## config.mk

```make
export PLATFORM = sky130hd
export DESIGN_NAME = sug_gating
export DESIGN_NICKNAME = d
export VERILOG_FILES = /design/src/sug_pkg.sv /design/src/sug_sync.sv /design/src/sug_gating.sv
export SDC_FILE = /design/constraint.sdc
export NUM_CORES = 1
export LEC_CHECK = 0
export ABC_AREA = 1
export BUFFER_PORTS_ARGS = -buffer_cell sky130_fd_sc_hd__buf_4
export CAP_MARGIN = 30
export CORE_MARGIN = 2
export CORE_UTILIZATION = 41
export CTS_CLUSTER_SIZE = 12
export DETAILED_ROUTE_END_ITERATION = 7
export GPL_TIMING_DRIVEN = 1
export PLACE_DENSITY = 0.81
export SYNTH_ARGS = -nofsm -noshare
export SYNTH_HDL_FRONTEND = slang
export SYNTH_SLANG_ARGS = --single-unit
```

## constraint.sdc

```tcl
create_clock -name clock -period 0.83 [get_ports clock]
set_input_delay 0.0415 -clock clock [delete_from_list [all_inputs] [get_ports clock]]
set_output_delay 0.0415 -clock clock [all_outputs]
set_load 0.05 [all_outputs]
```

## src/sug_pkg.sv

```systemverilog
// Shared constants and types for the supply undervoltage gating block
package sug_pkg;
   // Channel and pin counts
   localparam int NUM_CH = 8;
   localparam int NUM_PINS = 2;
   // Synchroniser depth for the supply comparator flags
   localparam int SYNC_STAGES = 2;
   // Default pin-to-channel map: pin 0 drives channel 2, pin 1 drives channel 3
   localparam logic [NUM_PINS*NUM_CH-1:0] PIN_MAP_DFLT = 16'h0804;

   // Supply comparator flags, all active high
   typedef struct packed {
      logic ana_uv;       // Analog supply at or below its low threshold
      logic ana_below_op; // Analog supply below its operating threshold
      logic dig_uv;       // Digital supply at or below its low threshold
      logic dig_lop;      // Digital supply at its minimum operating level
   } sug_flags_t;

   // Supply region seen after synchronisation
   typedef enum logic [2:0] {
      SUG_BOTH_UV = 3'h0,
      SUG_DIG_UV = 3'h1,
      SUG_ANA_UV = 3'h2,
      SUG_ANA_LOW = 3'h3,
      SUG_NORMAL = 3'h4
   } sug_region_t;

   // Complete state of the gating module
   typedef struct packed {
      logic [NUM_CH-1:0] ch_on;
      logic regs_reset;
      logic serial_refuse;
      logic serial_cmd_ignore;
      logic fs_allow;
      logic fs_active;
      logic slow_limit;
      sug_region_t region;
   } sug_state_t;

   // Reset state: channels off, serial side held, fail-safe not entered
   localparam sug_state_t SUG_STATE_RST = '{
      ch_on: 8'h00,
      regs_reset: 1'b1,
      serial_refuse: 1'b1,
      serial_cmd_ignore: 1'b1,
      fs_allow: 1'b0,
      fs_active: 1'b0,
      slow_limit: 1'b0,
      region: SUG_BOTH_UV
   };
endpackage

```

## src/sug_sync.sv

```systemverilog
// Multi-stage level synchroniser for the supply comparator flags
module sug_sync #(
   parameter int WIDTH = 4,
   parameter int STAGES = sug_pkg::SYNC_STAGES
) (
   input wire logic clock,
   input wire logic rstn,
   input wire logic [WIDTH-1:0] d,
   output logic [WIDTH-1:0] q
);
   logic [WIDTH-1:0] stage_r [STAGES];

   // Refuse a chain too short to settle metastability
   if (STAGES < 2) begin : g_bad_stages
      $error("sug_sync needs at least two stages");
   end

   // Shift chain, first stage read only by the second
   always_ff @(posedge clock or negedge rstn) begin
      if (!rstn) begin
         for (int i = 0; i < STAGES; i++) begin
            stage_r[i] <= '0;
         end
      end else begin
         stage_r[0] <= d;
         for (int i = 1; i < STAGES; i++) begin
            stage_r[i] <= stage_r[i-1];
         end
      end
   end

   assign q = stage_r[STAGES-1];
endmodule // sug_sync

```

## src/sug_gating.sv

```systemverilog
// Supply undervoltage gating of channels, serial port and fail-safe mode
//
// How it works
// Both supplies low: stages off, serial refused, reset
// Digital low: ignore serial, registers to defaults
// Analog low: channels off, back on at operating
// Analog marginal: an off channel stays off
// Analog marginal: on channels stay until commanded off
// Digital low, analog above 3 V: pins only
// Analog at most 3 V, digital not low: fail-safe allowed, channels off
// Host slows serial clock in low-supply region
// Good supplies: serial and pins both switch channels
// Analog at operating: fail-safe always usable
// Idle low plus pin high enters fail-safe
// Comparator flags synchronised before use
module sug_gating #(
   parameter int SYNC_STAGES = sug_pkg::SYNC_STAGES,
   parameter logic [sug_pkg::NUM_PINS*sug_pkg::NUM_CH-1:0] PIN_MAP = sug_pkg::PIN_MAP_DFLT
) (
   input wire logic clock,
   input wire logic rstn,
   input sug_pkg::sug_flags_t supply_flags,
   input wire logic [sug_pkg::NUM_PINS-1:0] direct_input_pins,
   input wire logic idle_pin,
   input wire logic [sug_pkg::NUM_CH-1:0] serial_ch_cmd,
   output logic [sug_pkg::NUM_CH-1:0] ch_drive,
   output logic serial_regs_reset,
   output logic serial_refuse,
   output logic serial_cmd_ignore,
   output logic failsafe_allow,
   output logic failsafe_active,
   output logic sclk_slow_limit,
   output sug_pkg::sug_region_t supply_region
);
   sug_pkg::sug_state_t state_r;
   sug_pkg::sug_state_t state_nxt;
   sug_pkg::sug_flags_t flags_s;
   logic [sug_pkg::NUM_CH-1:0] req_w;
   logic fs_allow_w;
   logic fs_active_w;

   // Refuse a map that drives no channel at all
   if (PIN_MAP == '0) begin : g_bad_map
      $error("sug_gating pin map drives no channel");
   end

   // Comparator flags into the clock domain
   sug_sync #(
      .WIDTH($bits(sug_pkg::sug_flags_t)),
      .STAGES(SYNC_STAGES)
   ) u_flag_sync (
      .clock(clock),
      .rstn(rstn),
      .d(supply_flags),
      .q(flags_s)
   );

   // Region decode, also exported for observation
   function automatic sug_pkg::sug_region_t region_of(input sug_pkg::sug_flags_t f);
      if (f.ana_uv && f.dig_uv) begin
         return sug_pkg::SUG_BOTH_UV;
      end else if (f.dig_uv) begin
         return sug_pkg::SUG_DIG_UV;
      end else if (f.ana_uv) begin
         return sug_pkg::SUG_ANA_UV;
      end else if (f.ana_below_op) begin
         return sug_pkg::SUG_ANA_LOW;
      end else begin
         return sug_pkg::SUG_NORMAL;
      end
   endfunction

   // OR of mapped pins with serial commands when serial is honoured
   function automatic logic [sug_pkg::NUM_CH-1:0] chan_req(
      input logic [sug_pkg::NUM_PINS-1:0] pins,
      input logic [sug_pkg::NUM_CH-1:0] ser,
      input logic ser_ok
   );
      logic [sug_pkg::NUM_CH-1:0] r;
      r = ser_ok ? ser : '0;
      for (int p = 0; p < sug_pkg::NUM_PINS; p++) begin
         if (pins[p]) begin
            r = r | PIN_MAP[p*sug_pkg::NUM_CH +: sug_pkg::NUM_CH];
         end
      end
      return r;
   endfunction

   // Fail-safe availability and entry
   assign fs_allow_w = !(flags_s.ana_uv && flags_s.dig_uv);
   assign fs_active_w = fs_allow_w && !idle_pin && (|direct_input_pins);
   // Serial channel commands dropped on digital low or in fail-safe
   assign req_w = chan_req(direct_input_pins, serial_ch_cmd,
                           !flags_s.dig_uv && !fs_active_w);

   // Next state from synchronised supplies and requests
   always_comb begin
      state_nxt = state_r;
      state_nxt.region = region_of(flags_s);
      state_nxt.regs_reset = flags_s.dig_uv;
      state_nxt.serial_refuse = flags_s.dig_uv;
      state_nxt.serial_cmd_ignore = flags_s.dig_uv || fs_active_w;
      state_nxt.fs_allow = fs_allow_w;
      state_nxt.fs_active = fs_active_w;
      state_nxt.slow_limit = flags_s.dig_lop && flags_s.ana_below_op && !flags_s.dig_uv;
      case (state_nxt.region)
         sug_pkg::SUG_BOTH_UV, sug_pkg::SUG_ANA_UV: begin
            state_nxt.ch_on = '0;
         end
         default: begin
            if (flags_s.ana_below_op) begin
               state_nxt.ch_on = state_r.ch_on & req_w;
            end else begin
               state_nxt.ch_on = req_w;
            end
         end
      endcase
   end

   // State register
   always_ff @(posedge clock or negedge rstn) begin
      if (!rstn) begin
         state_r <= sug_pkg::SUG_STATE_RST;
      end else begin
         state_r <= state_nxt;
      end
   end

   // Outputs straight from the state register
   assign ch_drive = state_r.ch_on;
   assign serial_regs_reset = state_r.regs_reset;
   assign serial_refuse = state_r.serial_refuse;
   assign serial_cmd_ignore = state_r.serial_cmd_ignore;
   assign failsafe_allow = state_r.fs_allow;
   assign failsafe_active = state_r.fs_active;
   assign sclk_slow_limit = state_r.slow_limit;
   assign supply_region = state_r.region;
endmodule // sug_gating

```

# Word level (Yosys, flattened, before mapping)
# Cells that the tools add are included.
# classes
n_eq_ne,1
muxes,9
bitwise,1
n_reduce_logical,14
# ops
op,count
two-way mux 8 bit,3
two-way mux 3 bit,5
bitwise AND 8 bit,1
logical AND 1 bit,6
zero test 1 bit,4
two-way mux 4 bit,1
OR reduction 2 bit,2
"equality test 3 x 2 -> 1 bit, second input constant",1
zero test 3 bit,1
logical OR 1 bit,1
# totals
reg_bits,24
input_bits,17
out_inout_bits,17
elab_cells,34

# Logic depth before layout (Yosys ltp)
# Gate-level depths: netlist (run 1).
# depth
depth_word,12
mapped_depth,4
ltp_nobuf,4

# By module
# Synthesis (run 1) repeated with hierarchy kept, for this count alone.
# unflattened
hier_cells,63
area_unflattened_um2,859.6
# modules_own_cells
module,instances,cells_per_inst,area_each_um2,seq_area_each_um2
sug_gating,1,51,629.4,402.9
sug_sync,1,12,230.2,200.2

# Worst setup path after synthesis (run 1)
# No wires, ideal clock.
# synth_timing
kind,reg-to-reg
from,"register state_r, in the netlist ch_drive[0]"
to,"register state_r, in the netlist ch_drive[0]"
setup_time_ps,80
t_arrival_ps,933
t_required_ps,750
slack_ps,-184
stages_incl_launch_ff,3
n_path_buf,0
period_less_slack_ps,1014
path_cell_list,dfrtp_1 -> o21ai_0 -> nor3_2
# synth_lines
element,line,source
"start, declared",sug_gating.sv:35,sug_pkg::sug_state_t state_r;
"start signal, assigned",sug_gating.sv:123,state_r <= sug_pkg::SUG_STATE_RST;
"start signal, assigned",sug_gating.sv:125,state_r <= state_nxt;

==> results of run 1 <==
[per-stage QoR]
| stage | hold slack, ps | setup slack (ps) | setup TNS (ps) | total power, mW |
|---|---|---|---|---|
| detailed placement | -49.5 | -119 | -505 | 1.67 |
| floorplan | -254 | -80.9 | -211 | 1.50 |
| global placement | -56.9 | -69.8 | -251 | 1.66 |
| global route | 31.7 | -293 | -4370 | 2.75 |
| CTS | 1.19 | -240 | -2460 | 2.58 |
| finish | 41.0 | -241 | -3130 | 2.63 |
[final timing paths]
| check | startpoint | endpoint | slack (ps) | depth (start not counted) |
|---|---|---|---|---|
| max in group asynchronous | rstn | serial_refuse | 350 | 2 |
| worst max register to register | u_flag_sync.q[2] | ch_drive[3] | -190 | 4 |
| worst min-delay path | idle_pin | failsafe_active | 40 | 4 |
| worst max-delay path | serial_refuse | serial_regs_reset | -240 | 1 |
| worst min register to register | u_flag_sync.stage_r[7] | u_flag_sync.q[3] | 370 | 0 |
| min in group asynchronous | rstn | ch_drive[4] | 200 | 2 |
[Yosys cell counts, drive strengths merged]
| library cell | number |
|---|---|
| inv | 6 |
| nor2 | 2 |
| nand3 | 2 |
| dfstp | 2 |
| dfrtp | 22 |
| buf | 2 |
| o21ai | 8 |
| o211ai | 1 |
| a21oi | 5 |
| nand2 | 3 |
| nor3 | 6 |
[routing by layer]
layer  global-route usage (%)  vias to the layer above  part of all wire, %
li1                         -                      327                    -
met1                     19.1                      361                   31
met2                     44.1                       28                   63
met3                     3.68                        4                  3.5
met4                     5.71                        0                  1.9
met5                        0                        -                    0
[sequential cells by signal (all words and copies together) (netlist names)]
| register | cells |
|---|---|
| serial_cmd_ignore | 1 |
| u_flag_sync.stage_r | 4 |
| failsafe_allow | 1 |
| ch_drive | 8 |
| sclk_slow_limit | 1 |
| serial_refuse | 1 |
| supply_region | 3 |
| failsafe_active | 1 |
| u_flag_sync.q | 4 |
[placed cells by master (no fill, tap or decap), drive strengths merged]
| cell type | count |
|---|---|
| bufinv | 1 |
| a21oi | 5 |
| nand3 | 2 |
| clkbuf | 3 |
| o21ai | 8 |
| o211ai | 1 |
| clkinvlp | 1 |
| dfstp | 2 |
| nor2 | 2 |
| buf | 50 |
| dlygate4sd3 | 14 |
| nand2 | 3 |
| inv | 5 |
| nor3 | 6 |
| clkinv | 1 |
| dfrtp | 22 |
[logic make-up after synthesis]
family / count (synthesis)
AND/OR/NAND/NOR: 13
flip-flops: 24
AO/OA/AOI/OAI: 14
buffers and inverters: 8
[worst reg2reg max path, delay by kind of cell (launching register included)]
family / cells / cell delay (ps)
DFF: 1 / 440
buffers and inverters: 2 / 290
AOI/OAI and AO/OA: 2 / 190
[where the power goes]
group          total [mW]  switching (mW)  internal, mW
registers            1.27          0.0382          1.23
clock network       0.806           0.319         0.487
logic               0.555           0.299         0.257
[final cells by class]
type                            count  area, um2
Timing Repair inverter              1       7.51
Timing Repair Buffer               64        606
Tap cell                           27       33.8
Fill cell                         109        342
Multi-Input combinational cell     27        251
Clock inverter                      1       30.0
Inverter                            6       35.0
Clock buffer                        3       22.5
Sequential cell                    24        614
[repair_timing]
action | CTS | global route
setup buffers | 8 | 4
gates resized for setup | 23 | 15
pin swaps | 2 | 8
hold buffers | 12 | 2
endpoints found under the hold margin | 34 | 1
setup endpoints to repair | 26 | 29
cloned | 1 | 0
==> metrics.md, run 1 <==
| Metric | Value |
|---|---|
| Outcome | `finished, violations left` |
| Violated checks | `negative setup slack` |
| Placer Congestion | `0.762` |
| Tot GR Track Use | `20.6%` |
| Adder-Cell Fraction of Synth Area | `0%` |
| Total gr overflow | `0` |
| Clock transition at the registers of the reported paths | `120 ps` |
| Required @ worst endpoint | `790 ps` |
| Post-synthesis sequential area ratio | `72.7%` |
| Worst Tran Pin Value | `293 ps` |
| Initial antenna violation count | `0` |
| Starting density of the core | `42.7%` |
| CP max stage delay | `570 ps` |
| Fmax | `934 MHz` |
| Total CTS buffers | `3` |
| Placed cell count | `122` |
| Die footprint | `2400 um2` |
| First-pass GRT wire length | `3590 um` |
| Max-Cap Viols | `0` |
| Crit-path slowest cell | `dfstp_2` |
| Main combinational cell family by area after synthesis | `simple AND/OR/NAND/NOR gates` |
| Final WS setup | `-241 ps` |
| # rows | `16` |
| Worst-skew pair later-pin latency | `300 ps` |
| Mux contribution to synthesized area | `0%` |
| Hpwl dp | `1220 um` |
| CTS HTree Levels | `1` |
| Synth Register Bits | `24` |
| Root Buffer | `clkbuf_4` |
| Yosys top cell area share | `66.4%` |
| Non-filler instance count after layout | `153` |
| Die H | `49.0 um` |
| Max-slew headroom | `80.5%` |
| Synth Area in Compound Gates | `11.0%` |
| Xor and xnor area share after synthesis | `0%` |
| Post-synth top area cell | `dfrtp_1` |
| Largest net degree at the start of global routing | `25` |
| Post-route ant nets | `0` |
| P&R area growth vs syn | `92.9%` |
| Layout Nets | `144` |
| DR WL/cell | `15.4 um` |
| Maximum VDD drop | `1.41 mV` |
| Synth Net Count | `76` |
| Buf/Inv on CP | `1` |
| Layout cells sized above 1 | `71.4%` |
| Pwr/cell area | `1640 nW/um2` |
| CP arrival | `1030 ps` |
| Pre-antenna DRT Iters | `4` |
| Vias per cell | `4.71` |
| DRC viols | `0` |
| Synth warn | `0` |
| Setup violations, final | `27` |
| Layout Skew | `1.20 ps` |
| Post-synthesis simple-gate area fraction | `11.3%` |
| RSZ-0062 raised after global routing | `yes` |
| CP Capture Type | `output pin` |
| Slew Limit Fails | `0` |
| Die W | `49.0 um` |
| PortBufs | `33` |
| Mapped Area | `830 um2` |
| DR iter-0 viols | `1` |
| Design Area, Final | `1600 um2` |
| Fin util | `82.4%` |
| Vias in the first global route | `772` |
| Vias | `720` |
| Mean Syn Cell Area | `14.1 um2` |
| Fin crit period | `1070 ps` |
| Clock sink total | `24` |
| Startpoint types | `register` |
| Worst-path cell chain | `buf_6` |
| Post-DP Area | `1160 um2` |
| Core area | `1940 um2` |
| Area contributors post-synth | `dfrtp_1 (66%), dfstp_2 (6.3%), nor3_2 (6.0%), o21ai_0 (4.2%), inv_1 (2.3%)` |
| Final wirelength | `2360 um` |
| Kind of critical path | `reg -> out` |
| Synthesized instance count | `59` |
| TritonCTS clock tree | `built` |
| Count of cell types in the netlist | `18` |
| Ant diodes | `0` |
| Final period utilization | `129%` |
| Hold Fails Final Rpt | `0` |
| Crit Path Max Fanout | `2` |
| IO Pins | `34` |
| CP top delay family | `flip-flops` |
| Longest Clk Path Bufs | `2` |
| Static leakage power | `0.733 nW` |
| Min-delay worst type | `in -> reg` |
Note: power is estimated with default switching activity, not from simulation.
==> run 2, diff against run 1 <==
--- a/config.mk
+++ b/config.mk
@@ -8,12 +8,15 @@
 export ABC_AREA = 1
 export BUFFER_PORTS_ARGS = -buffer_cell sky130_fd_sc_hd__buf_4
 export CAP_MARGIN = 30
+export CELL_PAD_IN_SITES_DETAIL_PLACEMENT = 1
+export CELL_PAD_IN_SITES_GLOBAL_PLACEMENT = 1
 export CORE_MARGIN = 2
-export CORE_UTILIZATION = 41
+export CORE_UTILIZATION = 35
 export CTS_CLUSTER_SIZE = 12
 export DETAILED_ROUTE_END_ITERATION = 7
 export GPL_TIMING_DRIVEN = 1
-export PLACE_DENSITY = 0.81
+export PLACE_DENSITY = 0.84
+export REMOVE_ABC_BUFFERS = 1
 export SYNTH_ARGS = -nofsm -noshare
 export SYNTH_HDL_FRONTEND = slang
 export SYNTH_SLANG_ARGS = --single-unit
==> constraint.sdc (replaced) <==
create_clock -name clock -period 1.1 [get_ports clock]
set_input_delay 0.055 -clock clock [delete_from_list [all_inputs] [get_ports clock]]
set_output_delay 0.055 -clock clock [all_outputs]
set_load 0.05 [all_outputs]
==> metrics.md, run 2 (synthesized netlist as in run 1, its figures left out) <==
| Metric | Value |
|---|---|
| Outcome | `finished, final reports clean` |
| CP arrival | `1030 ps` |
| Pwr/cell area | `1460 nW/um2` |
| Place WS | `175 ps` |
| First-pass GRT wire length | `3010 um` |
| Clock sink total | `24` |
| IO Pins | `34` |
| RSZ-0062 raised after global routing | `yes` |
| Tot GR Track Use | `15.4%` |
| Hpwl dp | `1280 um` |
| Worst Min Path Start | `serial_ch_cmd[4]` |
| Clock transition at the registers of the reported paths | `130 ps` |
| Required @ worst endpoint | `1040 ps` |
| Worst-skew pair later-pin latency | `310 ps` |
| DR iter-0 viols | `5` |
| P&R area growth vs syn | `56.0%` |
| DRC viols | `0` |
| Max-Cap Viols | `0` |
| Fin crit period | `1090 ps` |
| Core area | `2230 um2` |
| Initial antenna violation count | `0` |
| Maximum VDD drop | `0.909 mV` |
| Buf/Inv on CP | `1` |
| Most common cell after layout, fill and taps aside | `buf_4` |
| Placer Congestion | `0.638` |
| Placed cell count | `121` |
| Worst-path cell chain | `buf_6` |
| Static leakage power | `0.629 nW` |
| TritonCTS clock tree | `built` |
| Worst Tran Pin Value | `295 ps` |
| Fmax | `920 MHz` |
| Total CTS buffers | `3` |
| Critical Path Start | `serial_refuse` |
| CTS HTree Levels | `1` |
| Crit-path slowest cell | `dfstp_2` |
| Final period utilization | `98.8%` |
| Layout Nets | `126` |
| DR WL/cell | `13.4 um` |
| Max-slew headroom | `80.4%` |
| FF-to-FF End | `ch_drive[0]` |
| Reg2Reg Depth | `3` |
| Setup violations, final | `0` |
| CP max stage delay | `570 ps` |
| Vias | `623` |
| Total gr overflow | `0` |
| Hold Fails Final Rpt | `0` |
| CP top delay family | `flip-flops` |
| Startpoint types | `register` |
| Ant diodes | `0` |
| # rows | `17` |
| Die H | `52.7 um` |
| Setup TNS | `0 ps` |
| Final wirelength | `1830 um` |
| Final WS setup | `13.6 ps` |
| Layout cells sized above 1 | `49.1%` |
| Layout Skew | `6.98 ps` |
| CP Capture Type | `output pin` |
| Final Total Pwr | `1.89 mW` |
| Max reg flops | `8` |
| Slew Limit Fails | `0` |
| Min-delay worst type | `in -> reg` |
| Root Buffer | `clkbuf_4` |
| Post-CTS setup buffer count | `0` |
| Largest net degree at the start of global routing | `25` |
| Vias in the first global route | `698` |
| Post-route ant nets | `0` |
| PortBufs | `33` |
| Starting density of the core | `37.1%` |
| Vias per cell | `4.58` |
| Kind of critical path | `reg -> out` |
| Hold Path Depth | `3` |
| Die W | `52.7 um` |
| R2r setup slk | `170 ps` |
| Die footprint | `2780 um2` |
| Commonest non-fill, non-tap cells in the layout | `buf_4 (33), dfrtp_1 (22), dlygate4sd3_1 (11), o21ai_0 (7)` |
| Hold endpoint | `ch_drive[4]` |
| Fill cells | `232` |
| Crit Path Max Fanout | `2` |
| Worst r2r src | `u_flag_sync.q[2]` |
| Non-filler instance count after layout | `136` |
| Pre-antenna DRT Iters | `2` |
| Longest Clk Path Bufs | `2` |
[run 2: cell count changes in the layout (fill, tap and decap cells not counted), sizes merged]
| cell | previous run | this run |
|---|---|---|
| dlygate4sd3 | 14 | 11 |
| buf | 50 | 36 |
| clkinv | 1 | 0 |
| clkinvlp | 1 | 0 |
| inv | 5 | 6 |
[run 2: cell type report]
cell class | count | area [um2] | area share, %
timing repair buffer | 47 | 395 | 30.6
clock buffer | 3 | 22.5 | 1.74
clock inverter | 1 | 30.0 | 2.32
multi-input combinational | 27 | 185 | 14.3
sequential | 24 | 603 | 46.6
inverter | 6 | 22.5 | 1.74
tap | 28 | 35.0 | 2.71
[run 2: worst max-delay path by stage]
stage	end	slack [ps]	cells past startpoint
floorplan	ch_drive[0]	90	2
global placement	ch_drive[0]	260	3
detailed placement	ch_drive[0]	180	3
CTS	serial_regs_reset	-20	1
global route	serial_refuse	-40	1
finish	serial_regs_reset	10	1
[run 2: power by group]
part / internal (mW) / switching, mW / leakage (nW)
logic: 0.128 / 0.191 / 0.303
clock network: 0.368 / 0.261 / 0.0279
registers: 0.925 / 0.0178 / 0.298
total: 1.42 / 0.470 / 0.629
[run 2: repair_timing]
item | 4_1_cts | 5_1_grt
hold endpoints to repair | 31 | 1
hold buffers | 10 | 1
endpoints found under the setup margin | 3 | 3
resized for setup | 1 | 3
[run 2: metrics by stage]
| step | utilization [%] | hold WS (ps) | area (um2) |
|---|---|---|---|
| 2_1_floorplan | - | -241 | 811 |
| 3_3_place_gp | 50.0 | -40.9 | 1120 |
| 3_5_place_dp | 50.0 | -36.1 | 1120 |
| 4_1_cts | 57.0 | 4.58 | 1270 |
| 5_1_grt | 57.9 | 0.857 | 1290 |
| 6_report | 57.9 | 13.7 | 1290 |
[run 2: routing by layer]
layer	vias to the layer above	track usage (%)	wire length, um
met4	0	6.41	11
met1	308	16.8	679
met3	2	3.43	100
met5	-	0	0
li1	290	-	-
met2	23	28.3	1030
